File: config.mk
export PLATFORM = sky130hd
export DESIGN_NAME = ica_ctrl
export DESIGN_NICKNAME = d
export VERILOG_FILES = /design/src/ica_pkg.sv /design/src/ica_ctrl.sv
export VERILOG_INCLUDE_DIRS = /design/src
export SDC_FILE = /design/constraint.sdc
export NUM_CORES = 1
export LEC_CHECK = 0
export ABC_AREA = 1
export ABC_CLOCK_PERIOD_IN_PS = 10600
export BUFFER_PORTS_ARGS = -buffer_cell sky130_fd_sc_hd__buf_2
export CORE_MARGIN = 3
export CORE_UTILIZATION = 56
export DETAILED_ROUTE_END_ITERATION = 16
export GPL_ROUTABILITY_DRIVEN = 0
export PLACE_DENSITY = 0.89
export SYNTH_ARGS = -nofsm -noshare
export SYNTH_HDL_FRONTEND = slang
export SYNTH_SLANG_ARGS = --single-unit
File: constraint.sdc
create_clock -name CORE_CLK -period 10.6 [get_ports CORE_CLK]
set_input_delay 2.12 -clock CORE_CLK [delete_from_list [all_inputs] [get_ports CORE_CLK]]
set_output_delay 2.12 -clock CORE_CLK [all_outputs]
set_load 0.05 [all_outputs]
File: src/ica_defines.svh
// Constants for the interrupt accept controller: register offsets, reset values,
// vector numbers and exception entry state counts.
// Assumes inclusion by the package, the controller and the testbench.
`ifndef ICA_DEFINES_SVH
`define ICA_DEFINES_SVH
// APB byte offsets
`define ICA_OFF_FLAGS_ONE 8'h00
`define ICA_OFF_FLAGS_TWO 8'h04
`define ICA_OFF_ENABLE_ONE 8'h08
`define ICA_OFF_ENABLE_TWO 8'h0C
`define ICA_OFF_PIN_FUNC 8'h10
`define ICA_OFF_EDGE_SEL 8'h14
`define ICA_OFF_CCR 8'h18
`define ICA_OFF_SP 8'h1C
`define ICA_OFF_STATUS 8'h20
// Reset values
`define ICA_RST_CCR 8'h80
`define ICA_RST_SP 16'hFF80
// Field positions
`define ICA_CCR_I_BIT 7
`define ICA_EDGE_FIRST 4
// Vector numbers
`define ICA_VEC_PIN0 5'h04
`define ICA_VEC_EDGE 5'h08
`define ICA_VEC_INT_FIRST 5'h09
`define ICA_VEC_INT_SPAN 14
// Exception entry state counts
`define ICA_N_STACK 4'h4
`define ICA_N_VFETCH 4'h2
`define ICA_N_IFETCH 4'h4
`define ICA_N_INTPROC 4'h4
`endif

File: src/ica_pkg.sv
// Types shared by the interrupt accept controller.
// Assumes the constants header sits in the same folder.
package ica_pkg;
  `include "ica_defines.svh"
  typedef enum logic [2:0] {
    ICA_IDLE, ICA_STACK, ICA_VFETCH, ICA_IFETCH, ICA_INTPROC
  } ica_state_e;
  typedef logic [20:0] ica_src_t;
  typedef logic [11:0] ica_ext_t;
  typedef logic [15:0] ica_word_t;
endpackage : ica_pkg

File: src/ica_ctrl.sv
// Interrupt accept controller: request flags, enables, priority choice and the
// exception entry sequence (stacking, vector fetch, handler start).
// Assumes a CPU that pulses INSTR_DONE at instruction boundaries, supplies the
// next PC, and serves one memory word per access; pins are asynchronous.
//
// Implementation choices: register access over APB and the address map.
`timescale 1ns/100ps
`include "ica_defines.svh"

module ica_ctrl
  import ica_pkg::*;
(
  // Clock and reset
  input wire logic CORE_CLK,
  input wire logic SYS_RST,
  // APB slave
  input wire logic PSEL,
  input wire logic PENABLE,
  input wire logic PWRITE,
  input wire logic [7:0] PADDR,
  input wire logic [31:0] PWDATA,
  output logic [31:0] PRDATA,
  output logic PREADY,
  output logic PSLVERR,
  // Request sources
  input wire logic [20:0] SRC_REQ,
  input wire logic [3:0] EXT_REQ_PIN,
  input wire logic [7:0] EDGE_PIN,
  // CPU side
  input wire logic INSTR_DONE,
  input wire logic [15:0] NEXT_PC,
  input wire logic [15:0] VEC_RDATA,
  input wire logic RET_STROBE,
  input wire logic [15:0] RET_CCR_WORD,
  output logic ENTRY_BUSY,
  output logic IMASK,
  output logic [4:0] ACCEPT_VEC,
  output logic MEM_WE,
  output logic MEM_RE,
  output logic [15:0] MEM_ADDR,
  output logic [15:0] MEM_WDATA,
  output logic [15:0] HANDLER_PC,
  output logic HANDLER_GO
);

  ica_src_t int_flags_r, en_one_r, int_set, int_rec;
  ica_ext_t ext_flags_r, en_two_r, ext_set, ext_rec;
  logic [3:0] pin_func_r, pmr_prev_r, phase_r;
  logic [11:0] edge_sel_r, sync1_r, sync2_r, prev_r, lvl;
  logic [7:0] ccr_r, ccr_save_r;
  ica_word_t sp_r;
  ica_state_e state_r;
  logic [4:0] vec_r, sel_vec;
  logic clr_guard_r, any_rec, accept;
  logic wr_en, rd_setup, mapped, wr_flags_one, wr_flags_two, wr_pin_func;
  logic [31:0] rd_mux;
  // Fixed priority table: internal source index to vector number
  function automatic logic [4:0] int_vec(input int idx);
    int v;
    v = idx * `ICA_VEC_INT_SPAN / 20;
    return 5'(`ICA_VEC_INT_FIRST + 5'(v));
  endfunction : int_vec
  // APB decode; the slave never waits
  assign PREADY = 1'b1;
  assign wr_en = PSEL && PENABLE && PWRITE;
  assign rd_setup = PSEL && !PENABLE && !PWRITE;
  assign wr_flags_one = wr_en && (PADDR == `ICA_OFF_FLAGS_ONE);
  assign wr_flags_two = wr_en && (PADDR == `ICA_OFF_FLAGS_TWO);
  assign wr_pin_func = wr_en && (PADDR == `ICA_OFF_PIN_FUNC);
  assign PSLVERR = PSEL && PENABLE && !mapped;
  // Read multiplexer
  always_comb begin
    mapped = 1'b1;
    rd_mux = 32'h0000_0000;
    case (PADDR)
      `ICA_OFF_FLAGS_ONE: rd_mux = {11'h000, int_flags_r};
      `ICA_OFF_FLAGS_TWO: rd_mux = {20'h00000, ext_flags_r};
      `ICA_OFF_ENABLE_ONE: rd_mux = {11'h000, en_one_r};
      `ICA_OFF_ENABLE_TWO: rd_mux = {20'h00000, en_two_r};
      `ICA_OFF_PIN_FUNC: rd_mux = {28'h0000000, pin_func_r};
      `ICA_OFF_EDGE_SEL: rd_mux = {20'h00000, edge_sel_r};
      `ICA_OFF_CCR: rd_mux = {24'h000000, ccr_r};
      `ICA_OFF_SP: rd_mux = {16'h0000, sp_r};
      `ICA_OFF_STATUS: rd_mux = {20'h00000, clr_guard_r, state_r, vec_r, ENTRY_BUSY,
        1'b0, any_rec};
      default: mapped = 1'b0;
    endcase
  end

  // Read data is captured in the setup cycle
  always_ff @(posedge CORE_CLK or posedge SYS_RST) begin
    if (SYS_RST) begin
      PRDATA <= 32'h0000_0000;
    end else if (rd_setup) begin
      PRDATA <= rd_mux;
    end
  end
  // Plain control registers
  always_ff @(posedge CORE_CLK or posedge SYS_RST) begin
    if (SYS_RST) begin
      en_one_r <= 21'h000000;
      en_two_r <= 12'h000;
      pin_func_r <= 4'h0;
      edge_sel_r <= 12'h000;
    end else if (wr_en) begin
      if (PADDR == `ICA_OFF_ENABLE_ONE) en_one_r <= PWDATA[20:0];
      if (PADDR == `ICA_OFF_ENABLE_TWO) en_two_r <= PWDATA[11:0];
      if (PADDR == `ICA_OFF_PIN_FUNC) pin_func_r <= PWDATA[3:0];
      if (PADDR == `ICA_OFF_EDGE_SEL) edge_sel_r <= PWDATA[11:0];
    end
  end
  // Pin synchronisers, edge history and previous pin function bits
  always_ff @(posedge CORE_CLK or posedge SYS_RST) begin
    if (SYS_RST) begin
      sync1_r <= 12'hFFF;
      sync2_r <= 12'hFFF;
      prev_r <= 12'hFFF;
      pmr_prev_r <= 4'h0;
    end else begin
      sync1_r <= {EDGE_PIN, EXT_REQ_PIN};
      sync2_r <= sync1_r;
      prev_r <= lvl;
      pmr_prev_r <= pin_func_r;
    end
  end
  // Per pin edge detection; a deselected request pin 1 to 3 looks high internally, a deselected pin 0 has its edges gated off
  genvar g;
  generate
    for (g = 0; g < 12; g++) begin : g_pin
      if (g >= 1 && g <= 3) begin : g_mux
        assign lvl[g] = pin_func_r[g] ? sync2_r[g] : 1'b1;
      end else begin : g_raw
        assign lvl[g] = sync2_r[g];
      end
      if (g == 0) begin : g_p0
        assign ext_set[g] = en_two_r[g] && pin_func_r[0] && pmr_prev_r[0] &&
          (edge_sel_r[g] ? (!prev_r[g] && lvl[g]) : (prev_r[g] && !lvl[g]));
      end else begin : g_pn
        assign ext_set[g] = en_two_r[g] &&
          (edge_sel_r[g] ? (!prev_r[g] && lvl[g]) : (prev_r[g] && !lvl[g]));
      end
    end
  endgenerate
  // Internal requests reach the flags only while enabled
  assign int_set = SRC_REQ & en_one_r;
  // Internal flags: a set wins over a clear; only a written zero clears
  always_ff @(posedge CORE_CLK or posedge SYS_RST) begin
    if (SYS_RST) begin
      int_flags_r <= 21'h000000;
    end else begin
      int_flags_r <= (int_flags_r & (wr_flags_one ? PWDATA[20:0] : 21'h1FFFFF)) | int_set;
    end
  end
  // Clear guard: armed by a pin function write, released by the next instruction
  always_ff @(posedge CORE_CLK or posedge SYS_RST) begin
    if (SYS_RST) begin
      clr_guard_r <= 1'b0;
    end else if (wr_pin_func) begin
      clr_guard_r <= 1'b1;
    end else if (INSTR_DONE) begin
      clr_guard_r <= 1'b0;
    end
  end
  // Pin flags: clears ignored while the guard is armed
  always_ff @(posedge CORE_CLK or posedge SYS_RST) begin
    if (SYS_RST) begin
      ext_flags_r <= 12'h000;
    end else if (wr_flags_two && !clr_guard_r) begin
      ext_flags_r <= (ext_flags_r & PWDATA[11:0]) | ext_set;
    end else begin
      ext_flags_r <= ext_flags_r | ext_set;
    end
  end
  // Recognised requests and priority choice; later assignments win
  assign int_rec = int_flags_r & en_one_r;
  assign ext_rec = ext_flags_r & en_two_r;
  always_comb begin
    sel_vec = 5'h00;
    any_rec = 1'b0;
    for (int i = 20; i >= 0; i--) begin
      if (int_rec[i]) begin
        sel_vec = int_vec(i);
        any_rec = 1'b1;
      end
    end
    if (|ext_rec[11:`ICA_EDGE_FIRST]) begin
      sel_vec = `ICA_VEC_EDGE;
      any_rec = 1'b1;
    end
    for (int i = 3; i >= 0; i--) begin
      if (ext_rec[i]) begin
        sel_vec = 5'(`ICA_VEC_PIN0 + 5'(i));
        any_rec = 1'b1;
      end
    end
  end
  // Acceptance waits for the instruction boundary, so a colliding clear completes first
  assign accept = (state_r == ICA_IDLE) && any_rec && !ccr_r[`ICA_CCR_I_BIT] &&
    INSTR_DONE;
  // Entry sequencer
  always_ff @(posedge CORE_CLK or posedge SYS_RST) begin
    if (SYS_RST) begin
      state_r <= ICA_IDLE;
      phase_r <= 4'h0;
    end else begin
      phase_r <= 4'(phase_r + 4'h1);
      case (state_r)
        ICA_IDLE: begin
          phase_r <= 4'h0;
          if (accept) state_r <= ICA_STACK;
        end
        ICA_STACK: if (phase_r == `ICA_N_STACK - 4'h1) begin
          state_r <= ICA_VFETCH;
          phase_r <= 4'h0;
        end
        ICA_VFETCH: if (phase_r == `ICA_N_VFETCH - 4'h1) begin
          state_r <= ICA_IFETCH;
          phase_r <= 4'h0;
        end
        ICA_IFETCH: if (phase_r == `ICA_N_IFETCH - 4'h1) begin
          state_r <= ICA_INTPROC;
          phase_r <= 4'h0;
        end
        ICA_INTPROC: if (phase_r == `ICA_N_INTPROC - 4'h1) begin
          state_r <= ICA_IDLE;
          phase_r <= 4'h0;
        end
        default: state_r <= ICA_IDLE;
      endcase
    end
  end
  // Latched vector and the condition code as it stood before the mask was set
  always_ff @(posedge CORE_CLK or posedge SYS_RST) begin
    if (SYS_RST) begin
      vec_r <= 5'h00;
      ccr_save_r <= 8'h00;
    end else if (accept) begin
      vec_r <= sel_vec;
      ccr_save_r <= ccr_r;
    end
  end
  // Condition code: mask set on entry, even byte restored on return, else software
  always_ff @(posedge CORE_CLK or posedge SYS_RST) begin
    if (SYS_RST) begin
      ccr_r <= `ICA_RST_CCR;
    end else if (accept) begin
      ccr_r[`ICA_CCR_I_BIT] <= 1'b1;
    end else if (RET_STROBE && state_r == ICA_IDLE) begin
      ccr_r <= RET_CCR_WORD[15:8];
    end else if (wr_en && PADDR == `ICA_OFF_CCR) begin
      ccr_r <= PWDATA[7:0];
    end
  end
  // Stack pointer: two words pushed on entry, two popped on return; accept wins
  always_ff @(posedge CORE_CLK or posedge SYS_RST) begin
    if (SYS_RST) begin
      sp_r <= `ICA_RST_SP;
    end else if (state_r == ICA_STACK && phase_r == `ICA_N_STACK - 4'h1) begin
      sp_r <= 16'(sp_r - 16'h0004);
    end else if (RET_STROBE && state_r == ICA_IDLE && !accept) begin
      sp_r <= 16'(sp_r + 16'h0004);
    end else if (wr_en && PADDR == `ICA_OFF_SP) begin
      sp_r <= PWDATA[15:0];
    end
  end
  // Memory port: PC then CONDITION_CODE_REG word pushed, then vector word read
  always_ff @(posedge CORE_CLK or posedge SYS_RST) begin
    if (SYS_RST) begin
      MEM_WE <= 1'b0;
      MEM_RE <= 1'b0;
      MEM_ADDR <= 16'h0000;
      MEM_WDATA <= 16'h0000;
    end else begin
      MEM_WE <= 1'b0;
      MEM_RE <= 1'b0;
      if (accept) begin
        MEM_WE <= 1'b1;
        MEM_ADDR <= {sp_r[15:1] - 15'h0001, 1'b0};
        MEM_WDATA <= NEXT_PC;
      end else if (state_r == ICA_STACK && phase_r == 4'h1) begin
        MEM_WE <= 1'b1;
        MEM_ADDR <= {sp_r[15:1] - 15'h0002, 1'b0};
        MEM_WDATA <= {ccr_save_r, ccr_save_r};
      end else if (state_r == ICA_STACK && phase_r == `ICA_N_STACK - 4'h1) begin
        MEM_RE <= 1'b1;
        MEM_ADDR <= {10'h000, vec_r, 1'b0};
      end
    end
  end
  // Handler address captured at the end of the vector fetch, start pulsed after entry
  always_ff @(posedge CORE_CLK or posedge SYS_RST) begin
    if (SYS_RST) begin
      HANDLER_PC <= 16'h0000;
      HANDLER_GO <= 1'b0;
    end else begin
      HANDLER_GO <= (state_r == ICA_INTPROC) && (phase_r == `ICA_N_INTPROC - 4'h1);
      if (state_r == ICA_VFETCH && phase_r == `ICA_N_VFETCH - 4'h1) begin
        HANDLER_PC <= VEC_RDATA;
      end
    end
  end
  // Status outputs
  assign ENTRY_BUSY = (state_r != ICA_IDLE);
  assign IMASK = ccr_r[`ICA_CCR_I_BIT];
  assign ACCEPT_VEC = vec_r;
endmodule : ica_ctrl

==> results of run 1 <==
## routing by layer
metal	up-vias	global-route usage [%]	part of all wire, %
li1	4661	-	-
met1	4841	38.45	37
met2	672	47.57	47
met3	154	5.820	11
met4	6	12.19	4.6
met5	-	0	0.11
## registers in the layout, summed over array words and instances (netlist names), 3 cells and up
| name | cells |
|---|---|
| ACCEPT_VEC | 5 |
| HANDLER_PC | 16 |
| MEM_ADDR | 15 |
| MEM_WDATA | 16 |
| PRDATA | 21 |
| ccr_r | 8 |
| ccr_save_r | 8 |
| edge_sel_r | 12 |
| en_one_r | 21 |
| en_two_r | 12 |
| ext_flags_r | 12 |
| int_flags_r | 21 |
| phase_r | 4 |
| pin_func_r | 4 |
| prev_r | 12 |
| sp_r | 16 |
| state_r | 3 |
| sync1_r | 12 |
| sync2_r | 12 |
## cells by family after synthesis
kind of cell               Yosys count
xor gates and xnor gates            35
AOI/OAI and AO/OA                  269
and+or+nand+nor                    578
other                                2
muxes                               16
DFF                                235
buffers and inverters              190
adders and majority gates            6
## worst max-delay path, cell delays in order
cell,delay [ns]
buf_2,0.10
nor2_1,0.25
inv_2,0.08
nor3_2,0.33
nand2_1,0.39
inv_2,0.27
nor2_1,0.06
nand4_1,0.16
nor3_1,0.06
buf_2,0.21
## path summary, 6_finish.rpt
path	start	endpoint	cells past startpoint
max	PADDR[7]	PSLVERR	10
min	sync1_r[10]	sync2_r[10]	0
max reg2reg	state_r[2]	sp_r[7]	11
min reg2reg	sync1_r[10]	sync2_r[10]	0
max in group asynchronous	SYS_RST	PRDATA[20]	3
min in group asynchronous	SYS_RST	pin_func_r[2]	2
## final cells by class
class                           count  share of cell area [%]
Tap cell                          265                   2.505
Multi-Input combinational cell    917                   34.82
Clock buffer                       37                   5.597
Clock inverter                      9                  0.9644
Antenna cell                        1                 0.01891
Inverter                          133                   3.867
Timing Repair Buffer              192                   7.356
Sequential cell                   235                   44.87
## metrics by stage
stage / cells / hold WS, ns / setup slack, ns
after detailed placement: 1742 / 0.3468 / 4.547
after global placement: 1742 / 0.3455 / 4.582
final: 1789 / 0.3545 / 4.432
after global routing: 1788 / 0.3567 / 4.362
after CTS: 1788 / 0.3551 / 4.545
after floorplan: 1342 / 0.3452 / 2.110
## power by group
group	leakage [nW]	internal (mW)	switching, mW
sequential	2.87	1.11	0.157
clock	0.428	0.557	0.359
combinational	3.28	0.328	0.891
## cell usage in the layout (no fill, tap or decap), types with 32 or more instances in the layout
cell type	synthesis	final
inv_1	124	123
a21oi_1	41	41
dfrtp_1	189	189
xor2_1	32	32
nand3_1	49	49
nor2_1	115	115
dfstp_2	46	46
buf_2	12	187
nand2_1	375	375
o21ai_0	133	133
==> flow_summary.toml, run 1 <==
[cts]
path_clk_slew_ns = 0.05
clockBufferDepth = 3
cts_hold_buf = 0
cts_tree = "yes"
cts_setup_buffers = 0
numCtsBuffers = 25
insertion_delay_ns = 0.53
post_cts_resized = 0
htree_num_levels = 1
clock_sinks = 235
cts_root_buffer = "clkbuf_16"

[grt]
grt_usage_pct = 29.13
grt_pass1_wl_um = 51530
grt_pass1_vias = 10211
antenna_found_initial = 3
overflow = 0
grt_start_max_net_pins = 93

[yosys]
synth-compound-area-share_pct = 14.02
ys_async_sr_fraction_pct = 100.0
synthMuxAreaShare_pct = 1.594
synth_seq_area_share_pct = 52.53
synth_area_leaders = "dfrtp_1 42%, nand2_1 12%, dfstp_2 11%, o21ai_0 5.9%, inv_1 4.1%"
ys.flop_type = "dfrtp_1"
synthTopCellsByCount = "375 x nand2_1, 189 x dfrtp_1, 133 x o21ai_0"
yosysWarnings = 0
postSynthAreaPerCell_um2 = 8.493
synth_top_area_cell = "dfrtp_1"
synth_cells = 1331
synth-seq-cells = 235
synthAdderAreaFrac_pct = 0.6641
yosysTopAreaCellShare_pct = 41.84
synth_simple_gate_area_share_pct = 21.29
synth.distinct_cells = 50
synth_edf_count = 0
synthXorXnorAreaFrac_pct = 2.712
syn_area_um2 = 11300
synth_top_family_by_area = "simple AND/OR/NAND/NOR gates"
yosysMostFrequentCell = "nand2_1"

[final_layout]
drive_above_1_share_pct = 22.13
seq_area_um2 = 5938
stdcell_area_um2 = 13230
area_delta_synth_final_pct = 17.07
finalCoreUtilization_pct = 67.34
multi_input_area_um2 = 4608
fillCellCount = 1551
nets = 1638

[route]
wire_per_inst_um = 18.00
drt-initial-drc-count = 1142
drtAntennaViolNets = 0
wirelength_um = 32190
avgViaCountPerCell = 5.776
drt-pass1-iter-count = 6
drcViolationCount = 0
num_vias = 10334

[run]
drv_cap = 0

[die]
ios = 220
fp-row-count = 51
core_um2 = 19650
start_util_pct = 57.52
dieArea_um2 = 21930
die_x_um = 148.1
die_h_um = 148.1

[power_and_ir_drop]
peakVddDrop_mv = 0.1291
power_density_nw_per_um2 = 256.8
total_power_mw = 3.398
p_leak_nw = 6.577

[place]
portBuffers = 187
postPlaceCellArea_um2 = 12360
hpwl_um = 22410

[sta]
min_period_over_period_pct = 58.18
fin_worst_skew_ns = 0.01145
rsz0062_at_grt = "no"
slew_headroom_pct = 22.17
finalHoldViolations = 0
setup_viol = 0
period_minus_slack_ns = 6.168
timing.final.max_slew_violations = 0
fmax_mhz = 162.1
fin_tns_setup_ns = 0
tightest_slew_ns = 1.166

[setup_path]
cp_max_fo = 8
crit_type = "in -> out"
end_kind = "output port"
rrSetupSlack_ns = 7.58
cp_data_required_time_ns = 8.48
critPathArrivalTime_ns = 4.05
crit_path_start_kind = "input port"

[run_status]
status = "finished, final reports clean"

[min_path]
worstHoldPathType = "reg -> reg"
(Power assumes the default switching activity.)
==> run 2, diff against run 1 <==
--- a/config.mk
+++ b/config.mk
@@ -7,7 +7,7 @@
 export NUM_CORES = 1
 export LEC_CHECK = 0
 export ABC_AREA = 1
-export ABC_CLOCK_PERIOD_IN_PS = 10600
+export ABC_CLOCK_PERIOD_IN_PS = 5700
 export BUFFER_PORTS_ARGS = -buffer_cell sky130_fd_sc_hd__buf_2
 export CORE_MARGIN = 3
 export CORE_UTILIZATION = 56
==> constraint.sdc (replaced) <==
create_clock -name CORE_CLK -period 5.7 [get_ports CORE_CLK]
set_input_delay 1.14 -clock CORE_CLK [delete_from_list [all_inputs] [get_ports CORE_CLK]]
set_output_delay 1.14 -clock CORE_CLK [all_outputs]
set_load 0.05 [all_outputs]
==> run 2 against run 1 <==
Critical path depth unchanged. Total power rose by 87%. Final area grew 0.62%. Largest cell class unchanged. Highest routed layer unchanged.
==> flow_summary.toml, run 2 (synthesis results as in run 1) <==
[cts]
clockBufferDepth = 3
cts_hold_buf = 0
clock_sinks = 235
post_cts_resized = 0
htree_num_levels = 1
insertion_delay_ns = 0.53
path_clk_slew_ns = 0.06
cts_root_buffer = "clkbuf_16"
numCtsBuffers = 26
cts_setup_buffers = 0
cts_tree = "yes"

[setup_path]
crit_type = "in -> out"
critPathArrivalTime_ns = 3.04
path_cells = "buf_2 -> nor2_1 -> inv_2 -> nor3_2 -> nand2_1 -> inv_2 -> nor2_1 -> nand4_1 -> nor3_1 -> buf_2"
cp_data_required_time_ns = 4.56
cp_max_fo = 8
max_stage_delay_ns = 0.37
end_kind = "output port"
slowest_stage = "nand2_1"
crit_path_start_kind = "input port"

[die]
die_x_um = 148.1
core_um2 = 19650
dieArea_um2 = 21930
ios = 220
start_util_pct = 57.52
fp-row-count = 51
die_h_um = 148.1

[route]
drt-pass1-iter-count = 8
drtAntennaViolNets = 0
wire_per_inst_um = 17.87
num_vias = 10315
avgViaCountPerCell = 5.750
wirelength_um = 32070
drcViolationCount = 0
drt-initial-drc-count = 1055

[power_and_ir_drop]
power_density_nw_per_um2 = 477.7
p_leak_nw = 6.604
peakVddDrop_mv = 0.3011

[run]
drv_cap = 0

[min_path]
worstHoldPathType = "reg -> reg"

[sta]
min_period_over_period_pct = 73.30
fin_tns_setup_ns = 0
worst_hold_slack_ns = 0.3550
tightest_slew_ns = 1.147
timing.final.max_slew_violations = 0
fin_worst_skew_ns = 0.01217
fmax_mhz = 239.3
slew_headroom_pct = 23.47
setup_viol = 0
finalHoldViolations = 0
rsz0062_at_grt = "no"
period_minus_slack_ns = 4.178

[final_layout]
nets = 1642
drive_above_1_share_pct = 22.51
final_cell_mix = "375 x nand2_1, 189 x dfrtp_1, 187 x buf_2, 133 x o21ai_0, 123 x inv_1"
area_delta_synth_final_pct = 17.79
largest_registers = "PRDATA: 21 flops, en_one_r: 21 flops, int_flags_r: 21 flops"
fillCellCount = 1512
final_common_cell = "nand2_1"

[place]
hpwl_um = 22730
portBuffers = 187

[grt]
grt_usage_pct = 28.95
overflow = 0
grt_start_max_net_pins = 128
grt_pass1_vias = 10144
antenna_found_initial = 2
grt_pass1_wl_um = 51310

[run_status]
status = "finished, final reports clean"
-- run 2: cell count changes in the layout (fill, tap and decap cells not counted), sizes merged --
cell      previous run  this run
clkinvlp             1         6
buf                192       195
inv                133       130
bufinv               3         2
clkbuf              37        38
-- run 2: area by class of cell --
class | instances | area, um2 | share of cell area, %
Timing Repair Buffer | 195 | 1008 | 7.574
Antenna cell | 1 | 2.502 | 0.01879
Clock buffer | 38 | 807.0 | 6.061
Clock inverter | 10 | 116.4 | 0.8739
Inverter | 133 | 508.0 | 3.815
Multi-Input combinational cell | 917 | 4603 | 34.57
Sequential cell | 235 | 5938 | 44.60
Tap cell | 265 | 331.6 | 2.490
-- run 2: path summary, 6_finish.rpt --
| check | cells past startpoint | start | slack, ns | to |
|---|---|---|---|---|
| max | 10 | PADDR[7] | 1.52 | PSLVERR |
| min | 0 | sync1_r[0] | 0.35 | sync2_r[0] |
| max reg2reg | 11 | state_r[2] | 2.85 | sp_r[8] |
| min reg2reg | 0 | sync1_r[0] | 0.35 | sync2_r[0] |
| max in group asynchronous | 4 | SYS_RST | 3.69 | HANDLER_PC[11] |
| min in group asynchronous | 3 | SYS_RST | 0.77 | en_two_r[7] |
-- run 2: report_power, final --
group | total, mW | internal (mW) | leakage [nW] | switching [mW]
combinational | 2.27 | 0.613 | 3.29 | 1.65
sequential | 2.35 | 2.06 | 2.87 | 0.292
clock | 1.74 | 1.07 | 0.441 | 0.672
-- run 2: metal layers --
layer  GRT usage (%)  wire (um)
met3           6.368       3367
met1           37.67      11990
met5               0         27
met4           12.15       1478
met2           47.41      15200
-- run 2: stage by stage --
stage,instances,power [mW],utilization [%],setup slack [ns],area (um2)
2_1_floorplan,1342,4.051,-,1.520,11350
3_3_place_gp,1745,4.510,63.04,1.643,12390
3_5_place_dp,1745,4.596,63.04,1.606,12390
4_1_cts,1793,6.355,67.74,1.580,13310
5_1_grt,1793,6.693,67.74,1.405,13310
6_report,1794,6.360,67.75,1.522,13320
-- run 2: critical path: cells and delay by family --
family | cells | cell delay [ns]
buffers and inverters | 4 | 0.64
and+or+nand+nor | 6 | 1.24
